$ cat config.mk
export PLATFORM = sky130hd
export DESIGN_NAME = charger_pin_control_status
export DESIGN_NICKNAME = d
export VERILOG_FILES = /design/src/rtl/charger_pkg.sv /design/src/rtl/timebase_if.sv /design/src/rtl/timebase.sv /design/src/rtl/debounce.sv /design/src/rtl/charger_pin_control_status.sv
export VERILOG_INCLUDE_DIRS = /design/src /design/src/rtl
export SDC_FILE = /design/constraint.sdc
export NUM_CORES = 1
export LEC_CHECK = 0
export BUFFER_PORTS_ARGS = -buffer_cell sky130_fd_sc_hd__clkbuf_2
export CAP_MARGIN = 5
export CORE_MARGIN = 2
export CORE_UTILIZATION = 40
export CTS_CLUSTER_DIAMETER = 50
export DETAILED_ROUTE_END_ITERATION = 6
export GPL_ROUTABILITY_DRIVEN = 0
export GPL_TIMING_DRIVEN = 0
export PLACE_DENSITY = 0.61
export RECOVER_POWER = 50
export SETUP_SLACK_MARGIN = 0.1
export SYNTH_ARGS = -nofsm -noshare
export SYNTH_HDL_FRONTEND = slang
export SYNTH_SLANG_ARGS = --single-unit
$ cat constraint.sdc
create_clock -name i_clk -period 10.3 [get_ports i_clk]
set_input_delay 0 -clock i_clk [delete_from_list [all_inputs] [get_ports i_clk]]
set_output_delay 0 -clock i_clk [all_outputs]
set_load 0.02 [all_outputs]
$ cat src/rtl/charger_regs.svh
// Constants of the charger pin control block: timing, limits, register map.
// Assumes a 50 MHz system clock and a 32-bit APB register port.
`ifndef CHARGER_REGS_SVH
`define CHARGER_REGS_SVH

// ************************************************************
// Timing
// ************************************************************
`define CLK_FREQ_HZ            50000000
`define TICK_US_CYCLES         (`CLK_FREQ_HZ / 1000000)
`define US_PER_MS              1000
`define IRQ_PULSE_US           256
`define SHIP_EXIT_PRESS_MS     1000
`define SYSTEM_RESET_PRESS_MS  16000
`define SWITCH_OFF_RESET_MS    250
`define BLINK_PERIOD_MS        1000
`define BLINK_HALF_MS          (`BLINK_PERIOD_MS / 2)
`define DEBOUNCE_MS            20

// ************************************************************
// Input current limits in mA
// ************************************************************
`define LIMIT_SRC_HIGH_MA      12'd500
`define LIMIT_SRC_LOW_MA       12'd2400
`define LIMIT_STEP_MA          100
`define PG_MIN_LIMIT_MA        12'd30

// ************************************************************
// Register map
// ************************************************************
`define APB_ADDR_W             8
`define OFS_CTRL               8'h00
`define OFS_STATUS             8'h04
`define OFS_IRQ_STATUS         8'h08
`define OFS_IRQ_MASK           8'h0c

`define CTRL_LIMIT_LSB         0
`define CTRL_HOST_VALID_BIT    5
`define CTRL_IND_LSB           6
`define CTRL_CONFIG_BIT        8
`define CTRL_SHIP_ENTER_BIT    9

`define RST_LIMIT_FIELD        5'h00
`define RST_IND_CTRL           2'h0
`define RST_CONFIG             1'b1
`define RST_IRQ_MASK           4'h0

`define IRQ_STATUS_CHG_BIT     0
`define IRQ_FAULT_BIT          1
`define IRQ_SHIP_EXIT_BIT      2
`define IRQ_SYS_RESET_BIT      3
`define IRQ_W                  4

`endif

$ cat src/rtl/charger_pkg.sv
// Types shared by the charger pin control modules.
// Assumes nothing beyond a SystemVerilog compiler.
package charger_pkg;

    // Battery switch and ship mode states
    typedef enum logic [1:0] {
        SW_ON,
        SW_SHIP,
        SW_RESET_OFF
    } switch_state_e;

    typedef logic [15:0] ms_count_t;

endpackage

$ cat src/rtl/timebase_if.sv
// Tick enables passed from the timebase to the other modules.
// Assumes one clock; ticks last one cycle.
`timescale 1ns/1ps
interface timebase_if;
    logic tick_us;
    logic tick_ms;

    modport src (output tick_us, output tick_ms);
    modport dst (input tick_us, input tick_ms);
endinterface

$ cat src/rtl/timebase.sv
// Divider producing 1 us and 1 ms enable pulses.
// Assumes i_clk runs at the rate given by CYCLES_PER_US.
`timescale 1ns/1ps
`include "charger_regs.svh"
module timebase #(
    parameter int unsigned CYCLES_PER_US = `TICK_US_CYCLES,
    parameter int unsigned US_PER_MS     = `US_PER_MS
) (
    // Clock and reset
    input  wire logic  i_clk,
    input  wire logic  i_nrst,
    // Ticks
    timebase_if.src    tb
);
    logic [7:0] cyc_cnt;
    logic [9:0] us_cnt;
    logic [7:0] next_cyc_cnt;
    logic [9:0] next_us_cnt;
    logic       next_tick_us;
    logic       next_tick_ms;

    // Divider next values
    always_comb begin
        next_cyc_cnt = cyc_cnt + 8'h01;
        next_us_cnt  = us_cnt;
        next_tick_us = 1'b0;
        next_tick_ms = 1'b0;
        if (cyc_cnt == 8'(CYCLES_PER_US - 1)) begin
            next_cyc_cnt = 8'h00;
            next_tick_us = 1'b1;
            next_us_cnt  = us_cnt + 10'h001;
            if (us_cnt == 10'(US_PER_MS - 1)) begin
                next_us_cnt  = 10'h000;
                next_tick_ms = 1'b1;
            end
        end
    end

    // Divider registers
    always_ff @(posedge i_clk or negedge i_nrst) begin
        if (!i_nrst) begin
            cyc_cnt    <= 8'h00;
            us_cnt     <= 10'h000;
            tb.tick_us <= 1'b0;
            tb.tick_ms <= 1'b0;
        end else begin
            cyc_cnt    <= next_cyc_cnt;
            us_cnt     <= next_us_cnt;
            tb.tick_us <= next_tick_us;
            tb.tick_ms <= next_tick_ms;
        end
    end
endmodule

$ cat src/rtl/debounce.sv
// Level debouncer: output follows input once stable for STABLE_MS ms.
// Assumes the input is synchronous to i_clk.
`timescale 1ns/1ps
`include "charger_regs.svh"
module debounce #(
    parameter int unsigned STABLE_MS   = `DEBOUNCE_MS,
    parameter bit          RESET_LEVEL = 1'b1
) (
    // Clock and reset
    input  wire logic  i_clk,
    input  wire logic  i_nrst,
    // Ticks
    timebase_if.dst    tb,
    // Level in and out
    input  wire logic  i_raw,
    output logic       o_level
);
    logic [7:0] cnt;
    logic [7:0] next_cnt;
    logic       next_level;

    // Restart whenever input matches output, accept after a stable run
    always_comb begin
        next_cnt   = cnt;
        next_level = o_level;
        if (i_raw == o_level) begin
            next_cnt = 8'h00;
        end else if (tb.tick_ms) begin
            next_cnt = cnt + 8'h01;
            if (cnt == 8'(STABLE_MS - 1)) begin
                next_level = i_raw;
                next_cnt   = 8'h00;
            end
        end
    end

    // Debounce registers
    always_ff @(posedge i_clk or negedge i_nrst) begin
        if (!i_nrst) begin
            cnt     <= 8'h00;
            o_level <= RESET_LEVEL;
        end else begin
            cnt     <= next_cnt;
            o_level <= next_level;
        end
    end
endmodule

$ cat src/rtl/charger_pin_control_status.sv
// Pin control and status logic of a single-cell charger, with APB registers.
// Assumes synchronous status inputs from the analog side and one 50 MHz clock.
//
// Decided for this implementation: the APB register port and the placing of the registers.
`timescale 1ns/1ps
`include "charger_regs.svh"
module charger_pin_control_status #(
    parameter int unsigned CYCLES_PER_US = `TICK_US_CYCLES,
    parameter int unsigned US_PER_MS     = `US_PER_MS,
    parameter int unsigned IRQ_PULSE_US  = `IRQ_PULSE_US,
    parameter int unsigned SHIP_EXIT_MS  = `SHIP_EXIT_PRESS_MS,
    parameter int unsigned SYS_RESET_MS  = `SYSTEM_RESET_PRESS_MS,
    parameter int unsigned SWITCH_OFF_MS = `SWITCH_OFF_RESET_MS,
    parameter int unsigned BLINK_HALF_MS = `BLINK_HALF_MS,
    parameter int unsigned DEBOUNCE_MS   = `DEBOUNCE_MS
) (
    // Clock and reset
    input  wire logic                    i_clk,
    input  wire logic                    i_nrst,
    // APB slave
    input  wire logic                    i_psel,
    input  wire logic                    i_penable,
    input  wire logic                    i_pwrite,
    input  wire logic [`APB_ADDR_W-1:0]  i_paddr,
    input  wire logic [31:0]             i_pwdata,
    output logic      [31:0]             o_prdata,
    output logic                         o_pready,
    output logic                         o_pslverr,
    // Pins and analog status
    input  wire logic                    i_source_select,
    input  wire logic                    i_charge_enable_n,
    input  wire logic                    i_battery_switch_button_n,
    input  wire logic                    i_input_source_present,
    input  wire logic                    i_battery_present,
    input  wire logic                    i_above_undervoltage_lockout,
    input  wire logic                    i_below_input_overvoltage,
    input  wire logic                    i_above_sleep,
    input  wire logic                    i_charging,
    input  wire logic                    i_charge_done,
    input  wire logic                    i_sleep,
    input  wire logic                    i_fault,
    input  wire logic                    i_battery_temp_sense_ok,
    // Open-drain pin enables, high pulls the pin low
    output logic                         o_power_good_n_oe,
    output logic                         o_charge_status_oe,
    output logic                         o_irq_pulse_n_oe,
    // Power path control
    output logic                         o_charge_enable,
    output logic                         o_battery_switch_on,
    output logic                         o_ship_mode,
    output logic      [11:0]             o_input_limit_ma,
    // Level interrupt
    output logic                         o_irq
);

    // ************************************************************
    // Ticks and debounced inputs
    // ************************************************************
    timebase_if tb ();
    logic btn_raw;
    logic btn_level;
    logic sel_level;

    timebase #(.CYCLES_PER_US(CYCLES_PER_US), .US_PER_MS(US_PER_MS)) u_timebase (
        .i_clk  (i_clk),
        .i_nrst (i_nrst),
        .tb     (tb.src)
    );

    // Unpowered pull-up reads as idle high
    assign btn_raw = i_battery_switch_button_n
                   | ~(i_input_source_present | i_battery_present);

    debounce #(.STABLE_MS(DEBOUNCE_MS), .RESET_LEVEL(1'b1)) u_db_button (
        .i_clk   (i_clk),
        .i_nrst  (i_nrst),
        .tb      (tb.dst),
        .i_raw   (btn_raw),
        .o_level (btn_level)
    );

    debounce #(.STABLE_MS(DEBOUNCE_MS), .RESET_LEVEL(1'b1)) u_db_select (
        .i_clk   (i_clk),
        .i_nrst  (i_nrst),
        .tb      (tb.dst),
        .i_raw   (i_source_select),
        .o_level (sel_level)
    );

    // Saturating millisecond counter step
    function automatic charger_pkg::ms_count_t inc_sat(input charger_pkg::ms_count_t v);
        inc_sat = (v == 16'hffff) ? v : v + 16'h0001;
    endfunction

    // ************************************************************
    // Register state
    // ************************************************************
    logic [4:0]           limit_field;
    logic                 host_valid;
    logic [1:0]           ind_ctrl;
    logic                 config_bit;
    logic                 ship_enter;
    logic [`IRQ_W-1:0]    irq_status;
    logic [`IRQ_W-1:0]    irq_mask;
    logic [4:0]           next_limit_field;
    logic                 next_host_valid;
    logic [1:0]           next_ind_ctrl;
    logic                 next_config_bit;
    logic                 next_ship_enter;
    logic [`IRQ_W-1:0]    next_irq_status;
    logic [`IRQ_W-1:0]    next_irq_mask;
    logic [31:0]          next_prdata;
    logic                 next_pready;
    logic                 next_pslverr;
    logic [`IRQ_W-1:0]    events;
    logic [31:0]          ctrl_word;
    logic [31:0]          status_word;

    // Read views
    assign ctrl_word   = {22'h000000, 1'b0, config_bit, ind_ctrl, host_valid, limit_field};
    assign status_word = {26'h0000000, i_fault, sel_level, o_ship_mode,
                          o_battery_switch_on, o_charge_enable, o_power_good_n_oe};

    // APB access, one wait state; events win over clears
    always_comb begin
        next_limit_field = limit_field;
        next_host_valid  = host_valid;
        next_ind_ctrl    = ind_ctrl;
        next_config_bit  = config_bit;
        next_ship_enter  = 1'b0;
        next_irq_status  = irq_status | events;
        next_irq_mask    = irq_mask;
        next_prdata      = o_prdata;
        next_pready      = 1'b0;
        next_pslverr     = 1'b0;
        if (i_psel && i_penable && !o_pready) begin
            next_pready = 1'b1;
            next_prdata = 32'h00000000;
            case (i_paddr)
                `OFS_CTRL: begin
                    next_prdata = ctrl_word;
                    if (i_pwrite) begin
                        next_limit_field = i_pwdata[`CTRL_LIMIT_LSB +: 5];
                        next_host_valid  = 1'b1;
                        next_ind_ctrl    = i_pwdata[`CTRL_IND_LSB +: 2];
                        next_config_bit  = i_pwdata[`CTRL_CONFIG_BIT];
                        next_ship_enter  = i_pwdata[`CTRL_SHIP_ENTER_BIT];
                    end
                end
                `OFS_STATUS: begin
                    next_prdata = status_word;
                end
                `OFS_IRQ_STATUS: begin
                    next_prdata = {28'h0000000, irq_status};
                    if (i_pwrite) begin
                        next_irq_status = (irq_status & ~i_pwdata[`IRQ_W-1:0]) | events;
                    end
                end
                `OFS_IRQ_MASK: begin
                    next_prdata = {28'h0000000, irq_mask};
                    if (i_pwrite) begin
                        next_irq_mask = i_pwdata[`IRQ_W-1:0];
                    end
                end
                default: begin
                    next_pslverr = 1'b1;
                end
            endcase
        end
    end

    // Register file flops
    always_ff @(posedge i_clk or negedge i_nrst) begin
        if (!i_nrst) begin
            limit_field <= `RST_LIMIT_FIELD;
            host_valid  <= 1'b0;
            ind_ctrl    <= `RST_IND_CTRL;
            config_bit  <= `RST_CONFIG;
            ship_enter  <= 1'b0;
            irq_status  <= 4'h0;
            irq_mask    <= `RST_IRQ_MASK;
            o_prdata    <= 32'h00000000;
            o_pready    <= 1'b0;
            o_pslverr   <= 1'b0;
        end else begin
            limit_field <= next_limit_field;
            host_valid  <= next_host_valid;
            ind_ctrl    <= next_ind_ctrl;
            config_bit  <= next_config_bit;
            ship_enter  <= next_ship_enter;
            irq_status  <= next_irq_status;
            irq_mask    <= next_irq_mask;
            o_prdata    <= next_prdata;
            o_pready    <= next_pready;
            o_pslverr   <= next_pslverr;
        end
    end

    // ************************************************************
    // Battery switch, ship mode and system reset
    // ************************************************************
    charger_pkg::switch_state_e sw_state;
    charger_pkg::switch_state_e next_sw_state;
    charger_pkg::ms_count_t     press_cnt;
    charger_pkg::ms_count_t     off_cnt;
    charger_pkg::ms_count_t     next_press_cnt;
    charger_pkg::ms_count_t     next_off_cnt;
    logic                       held;
    logic                       next_held;
    logic                       ship_exit_evt;
    logic                       sys_reset_evt;

    // Press timing and switch sequencing
    always_comb begin
        next_sw_state  = sw_state;
        next_off_cnt   = off_cnt;
        next_press_cnt = press_cnt;
        next_held      = held;
        ship_exit_evt  = 1'b0;
        sys_reset_evt  = 1'b0;
        if (btn_level) begin
            next_press_cnt = 16'h0000;
            next_held      = 1'b0;
        end else if (tb.tick_ms) begin
            next_press_cnt = inc_sat(press_cnt);
        end
        unique case (sw_state)
            charger_pkg::SW_ON: begin
                if (ship_enter) begin
                    next_sw_state = charger_pkg::SW_SHIP;
                end else if (!btn_level && !held && !i_input_source_present
                             && press_cnt >= 16'(SYS_RESET_MS)) begin
                    next_sw_state = charger_pkg::SW_RESET_OFF;
                    next_off_cnt  = 16'h0000;
                    next_held     = 1'b1;
                    sys_reset_evt = 1'b1;
                end
            end
            charger_pkg::SW_SHIP: begin
                if (!btn_level && !held && press_cnt >= 16'(SHIP_EXIT_MS)) begin
                    next_sw_state = charger_pkg::SW_ON;
                    next_held     = 1'b1;
                    ship_exit_evt = 1'b1;
                end
            end
            charger_pkg::SW_RESET_OFF: begin
                if (tb.tick_ms) begin
                    next_off_cnt = inc_sat(off_cnt);
                    if (off_cnt >= 16'(SWITCH_OFF_MS - 1)) begin
                        next_sw_state = charger_pkg::SW_ON;
                    end
                end
            end
        endcase
    end

    // Switch state flops
    always_ff @(posedge i_clk or negedge i_nrst) begin
        if (!i_nrst) begin
            sw_state  <= charger_pkg::SW_ON;
            press_cnt <= 16'h0000;
            off_cnt   <= 16'h0000;
            held      <= 1'b0;
        end else begin
            sw_state  <= next_sw_state;
            press_cnt <= next_press_cnt;
            off_cnt   <= next_off_cnt;
            held      <= next_held;
        end
    end

    // ************************************************************
    // Status pins, charge enable and interrupt pulse
    // ************************************************************
    logic [11:0]             limit_ma;
    logic                    pg_cond;
    logic                    fault_any;
    logic                    charge_req;
    logic [3:0]              status_vec;
    logic [3:0]              status_prev;
    logic                    fault_prev;
    logic                    status_evt;
    logic                    fault_evt;
    charger_pkg::ms_count_t  blink_cnt;
    charger_pkg::ms_count_t  next_blink_cnt;
    logic                    blink_phase;
    logic                    next_blink_phase;
    logic [9:0]              pulse_cnt;
    logic [9:0]              next_pulse_cnt;
    logic                    next_stat_oe;

    // Limit select, power-good and event detection
    always_comb begin
        limit_ma = sel_level ? `LIMIT_SRC_HIGH_MA : `LIMIT_SRC_LOW_MA;
        if (host_valid) begin
            limit_ma = 12'(limit_field * `LIMIT_STEP_MA);
        end
        pg_cond = i_above_undervoltage_lockout & i_below_input_overvoltage
                & i_above_sleep & (limit_ma > `PG_MIN_LIMIT_MA);
        fault_any  = i_fault | ~i_battery_temp_sense_ok;
        charge_req = config_bit & ~i_charge_enable_n;
        status_vec = {i_charging, i_charge_done, i_sleep, pg_cond};
        status_evt = status_vec != status_prev;
        fault_evt  = fault_any & ~fault_prev;
        events     = {sys_reset_evt, ship_exit_evt, fault_evt, status_evt};
    end

    // Blink timing, status drive and pulse width
    always_comb begin
        next_blink_cnt   = blink_cnt;
        next_blink_phase = blink_phase;
        if (tb.tick_ms) begin
            next_blink_cnt = inc_sat(blink_cnt);
            if (blink_cnt >= 16'(BLINK_HALF_MS - 1)) begin
                next_blink_cnt   = 16'h0000;
                next_blink_phase = ~blink_phase;
            end
        end
        if (ind_ctrl[1]) begin
            next_stat_oe = 1'b0;
        end else if (fault_any && charge_req) begin
            next_stat_oe = blink_phase;
        end else if (i_charging && !i_charge_done && !i_sleep) begin
            next_stat_oe = 1'b1;
        end else begin
            next_stat_oe = 1'b0;
        end
        next_pulse_cnt = pulse_cnt;
        if (|events) begin
            next_pulse_cnt = 10'(IRQ_PULSE_US);
        end else if (tb.tick_us && pulse_cnt != 10'h000) begin
            next_pulse_cnt = pulse_cnt - 10'h001;
        end
    end

    // Output and history flops
    always_ff @(posedge i_clk or negedge i_nrst) begin
        if (!i_nrst) begin
            status_prev         <= 4'h0;
            fault_prev          <= 1'b0;
            blink_cnt           <= 16'h0000;
            blink_phase         <= 1'b0;
            pulse_cnt           <= 10'h000;
            o_power_good_n_oe   <= 1'b0;
            o_charge_status_oe  <= 1'b0;
            o_irq_pulse_n_oe    <= 1'b0;
            o_charge_enable     <= 1'b0;
            o_battery_switch_on <= 1'b1;
            o_ship_mode         <= 1'b0;
            o_input_limit_ma    <= `LIMIT_SRC_HIGH_MA;
            o_irq               <= 1'b0;
        end else begin
            status_prev         <= status_vec;
            fault_prev          <= fault_any;
            blink_cnt           <= next_blink_cnt;
            blink_phase         <= next_blink_phase;
            pulse_cnt           <= next_pulse_cnt;
            o_power_good_n_oe   <= pg_cond;
            o_charge_status_oe  <= next_stat_oe;
            o_irq_pulse_n_oe    <= next_pulse_cnt != 10'h000;
            o_charge_enable     <= charge_req & i_battery_temp_sense_ok;
            o_battery_switch_on <= next_sw_state == charger_pkg::SW_ON;
            o_ship_mode         <= next_sw_state == charger_pkg::SW_SHIP;
            o_input_limit_ma    <= limit_ma;
            o_irq               <= |(next_irq_status & next_irq_mask);
        end
    end

endmodule

==> flow_summary.ini <==
[run_status]
status = finished with violations
violations = max-capacitance violations, max-slew violations

[worst_setup_path]
critPathCapture = o_irq_pulse_n_oe
r2r_start = limit_field[0]
r2r-end = o_irq_pulse_n_oe
max_stage_delay_ns = 0.58
worst_setup_path_startpoint = limit_field[0]
crit_fanout = 5
cpMaxStageDelayCell = or4_1
cpMostUsedCell = ha_1
r2r_slack_ns = 6.41
ff2ff_path_depth = 9
required_ns = 10.59
endpoint_kind = flip-flop
crit_arrival_ns = 4.18
path_cells = ha_1 > ha_1 > ha_1 > fa_1 > xnor2_1 > or4b_1 > o41ai_1 > xnor2_1 > or4_1
worst-setup-path-type = flip-flop to flip-flop
start_kind = flip-flop

[power]
powerDensity_nw_per_um2 = 138
p_leak_nw = 4.46
vdd_drop_max_v = 0.0000917

[global_routing]
grt_first_pass_wirelength_um = 28200
grt_max_degree = 89
grt_pass1_vias = 5884
antenna_found_initial = 0
grt.overflow.total = 0
grt_usage = 0.169

[timing]
rsz0062_at_grt = no
tightest_slew_ns = 3.53
finalSetupViolCount = 0
finalSetupTns_ns = 0
final_max_slew_viol_count = 63
clock_skew_ns = 0.0123
maxSlewHeadroom = -1.35
min_period_ns = 3.89
clock.fmax_mhz = 257
hold_viol_final = 0
setup_ws_ns = 6.41
finalCritPeriodShare = 0.378

[route]
highest_layer = met4
route.met3.wl_um = 655
remaining_drc_errors = 0
finalWirelength_um = 16500
ant_nets = 0
wl_met1_um = 7800
vias_per_cell = 5.04
wire_per_inst_um = 13.8
vias = 6062
drt_iter0_markers = 328
routed-wl-met2_um = 7870
dr.pass1.iters = 5

[finish]
drive_gt1_frac = 0.138
final_nets = 1016
syn2layout_area_growth_pct = 20.6
num_antenna_cells = 0

[floorplanning]
die_h_um = 144
initial_utilization = 0.406
io-pin-count = 111
core_um2 = 19300
die_x_um = 144
num_rows = 51
fp.dieArea_um2 = 20800

[cts]
cts_max_path_buffers = 2
cts_tree = yes
cts.sinks = 150
path_clk_slew_ns = 0.06
ctsResizeCount = 0
ctsHtreeMaxLevel = 4
cts_root_buf = clkbuf_16
clk_latency_ns = 0.42
numCtsBuffers = 17

[hold_path]
hold_class = primary input to flip-flop

[synth]
synth_ff_type = dfrtp_1
yosysTopAreaCell = dfrtp_1
syn_avg_cell_area_um2 = 9.90
synth.distinct_cells = 65
netlist_top_cells_area = dfrtp_1 (45%), ha_1 (5.1%), nand2_1 (3.8%)
synthArstFlopShare = 1.00
syn_area_um2 = 7850
netlist_instances = 793
yosysSeqAreaShare = 0.480
ys_seq_elements = 150
synth-warning-count = 0
synth_edf_count = 0
synth_top_area_share = 0.446

[place]
io_buffers = 60
dp_hpwl_um = 11500
pre_cts_slack_ns = 6.38

[run]
drv_cap = 1
worst min path at each step:
stage / from / endpoint / depth (start not counted)
after global placement: i_sleep / status_prev[1] / 1
after global routing: i_battery_switch_button_n / u_db_button.o_level / 3
after CTS: i_above_undervoltage_lockout / status_prev[0] / 4
final: i_above_undervoltage_lockout / status_prev[0] / 4
after detailed placement: i_nrst / o_prdata[6] / 1
after floorplan: i_nrst / blink_cnt[0] / 0
critical path, delay by kind of cell, from the launching register on:
kind            cells  cell delay (ns)
simple gates        2             1.04
xor+xnor            2             0.52
fa+ha+maj           4             1.23
compound gates      1             0.55
flops               1             0.44
cells in the mapped netlist, types with 5 or more instances:
| master | instances |
|---|---|
| xnor2_1 | 29 |
| nand2b_1 | 9 |
| clkbuf_1 | 17 |
| a22o_1 | 8 |
| nor3_1 | 19 |
| nand3_1 | 36 |
| or3_1 | 7 |
| or2_1 | 5 |
| nand2_1 | 80 |
| nand3b_1 | 6 |
| nor3b_1 | 6 |
| and2_1 | 8 |
| or4_1 | 12 |
| nor2_1 | 78 |
| buf_4 | 25 |
| o21ai_1 | 14 |
| a31oi_1 | 10 |
| mux2_2 | 15 |
| a21o_1 | 5 |
| nand4_1 | 16 |
| inv_1 | 26 |
| dfrtp_1 | 140 |
| xor2_1 | 21 |
| o31ai_1 | 8 |
| a21oi_1 | 19 |
| mux2i_1 | 6 |
| o41ai_1 | 5 |
| and3_1 | 18 |
| o21ai_0 | 39 |
| ha_1 | 32 |
| dfstp_2 | 10 |
| nor4_1 | 10 |
| o211ai_1 | 7 |
logic make-up (layout without fill, tap and decap cells):
family,Yosys count,after routing,share of synthesized area
AO/OA/AOI/OAI,134,134,0.112
other,1,25,0.000478
XOR/XNOR,50,50,0.0558
adder cells (fa/ha/maj),33,33,0.0535
AND/OR/NAND/NOR,329,329,0.211
multiplexers,25,25,0.0406
flip-flops,150,150,0.480
buffers and inverters,71,192,0.0469
where the power goes:
| part | leakage [nW] | internal, mW | total [mW] | switching, mW |
|---|---|---|---|---|
| clock | 0.299 | 0.401 | 0.646 | 0.245 |
| sequential | 1.99 | 0.593 | 0.595 | 0.00151 |
| combinational | 2.17 | 0.0258 | 0.0644 | 0.0386 |
| total | 4.46 | 1.02 | 1.30 | 0.285 |
per-layer routing:
| metal | global-route usage | vias to the layer above |
|---|---|---|
| li1 | - | 3046 |
| met1 | 0.222 | 2858 |
| met2 | 0.283 | 141 |
| met3 | 0.0325 | 17 |
| met4 | 0.0562 | 0 |
| met5 | 0 | - |
per-stage QoR:
step                      total power, mW   util  cell area [um2]  hold slack (ns)  std cells
after global routing                 1.35  0.490             9470           0.0203       1203
final                                1.30  0.490             9470          0.00760       1203
after CTS                            1.32  0.492             9510          0.00215       1203
after global placement              0.661  0.443             8570            0.157       1142
after detailed placement            0.663  0.445             8610           0.0231       1143
after floorplan                     0.636      -             7940           -0.296        817
registers in the layout (all words and copies together), names as in the netlist, 2 cells and up:
| register | cells |
|---|---|
| blink_cnt | 16 |
| ind_ctrl | 2 |
| irq_mask | 4 |
| irq_status | 4 |
| limit_field | 5 |
| o_input_limit_ma | 10 |
| o_prdata | 9 |
| off_cnt | 16 |
| press_cnt | 16 |
| pulse_cnt | 10 |
| status_prev | 4 |
| sw_state | 2 |
| u_db_button.cnt | 8 |
| u_db_select.cnt | 8 |
| u_timebase.cyc_cnt | 8 |
| u_timebase.us_cnt | 10 |
final cells by class:
cell class	instances	area, um2
Timing Repair Buffer	89	577
Tap cell	265	332
Sequential cell	150	3770
Buffer	44	267
Inverter	27	101
Clock buffer	21	470
Multi-Input combinational cell	596	3810
Fill cell	1786	9870
Clock inverter	11	146
timing repair:
action | in CTS | in global routing
hold endpoints to repair | 92 | 0
setup buffers | 0 | 0
hold buffers | 28 | 0
cells in the final DEF (no fill, tap or decap), types with 9 or more instances in the layout:
cell type      instances
dfrtp_1              140
nand2_1               80
nor2_1                78
clkbuf_1              43
o21ai_0               39
nand3_1               36
clkbuf_2              35
ha_1                  32
xnor2_1               29
dlygate4sd3_1         28
inv_1                 26
buf_4                 25
conb_1                25
xor2_1                21
a21oi_1               19
nor3_1                19
and3_1                18
clkbuf_16             17
nand4_1               16
mux2_2                15
o21ai_1               14
or4_1                 12
nor4_1                10
a31oi_1               10
nand2b_1               9
dfstp_2                9
(Power assumes the default switching activity.)
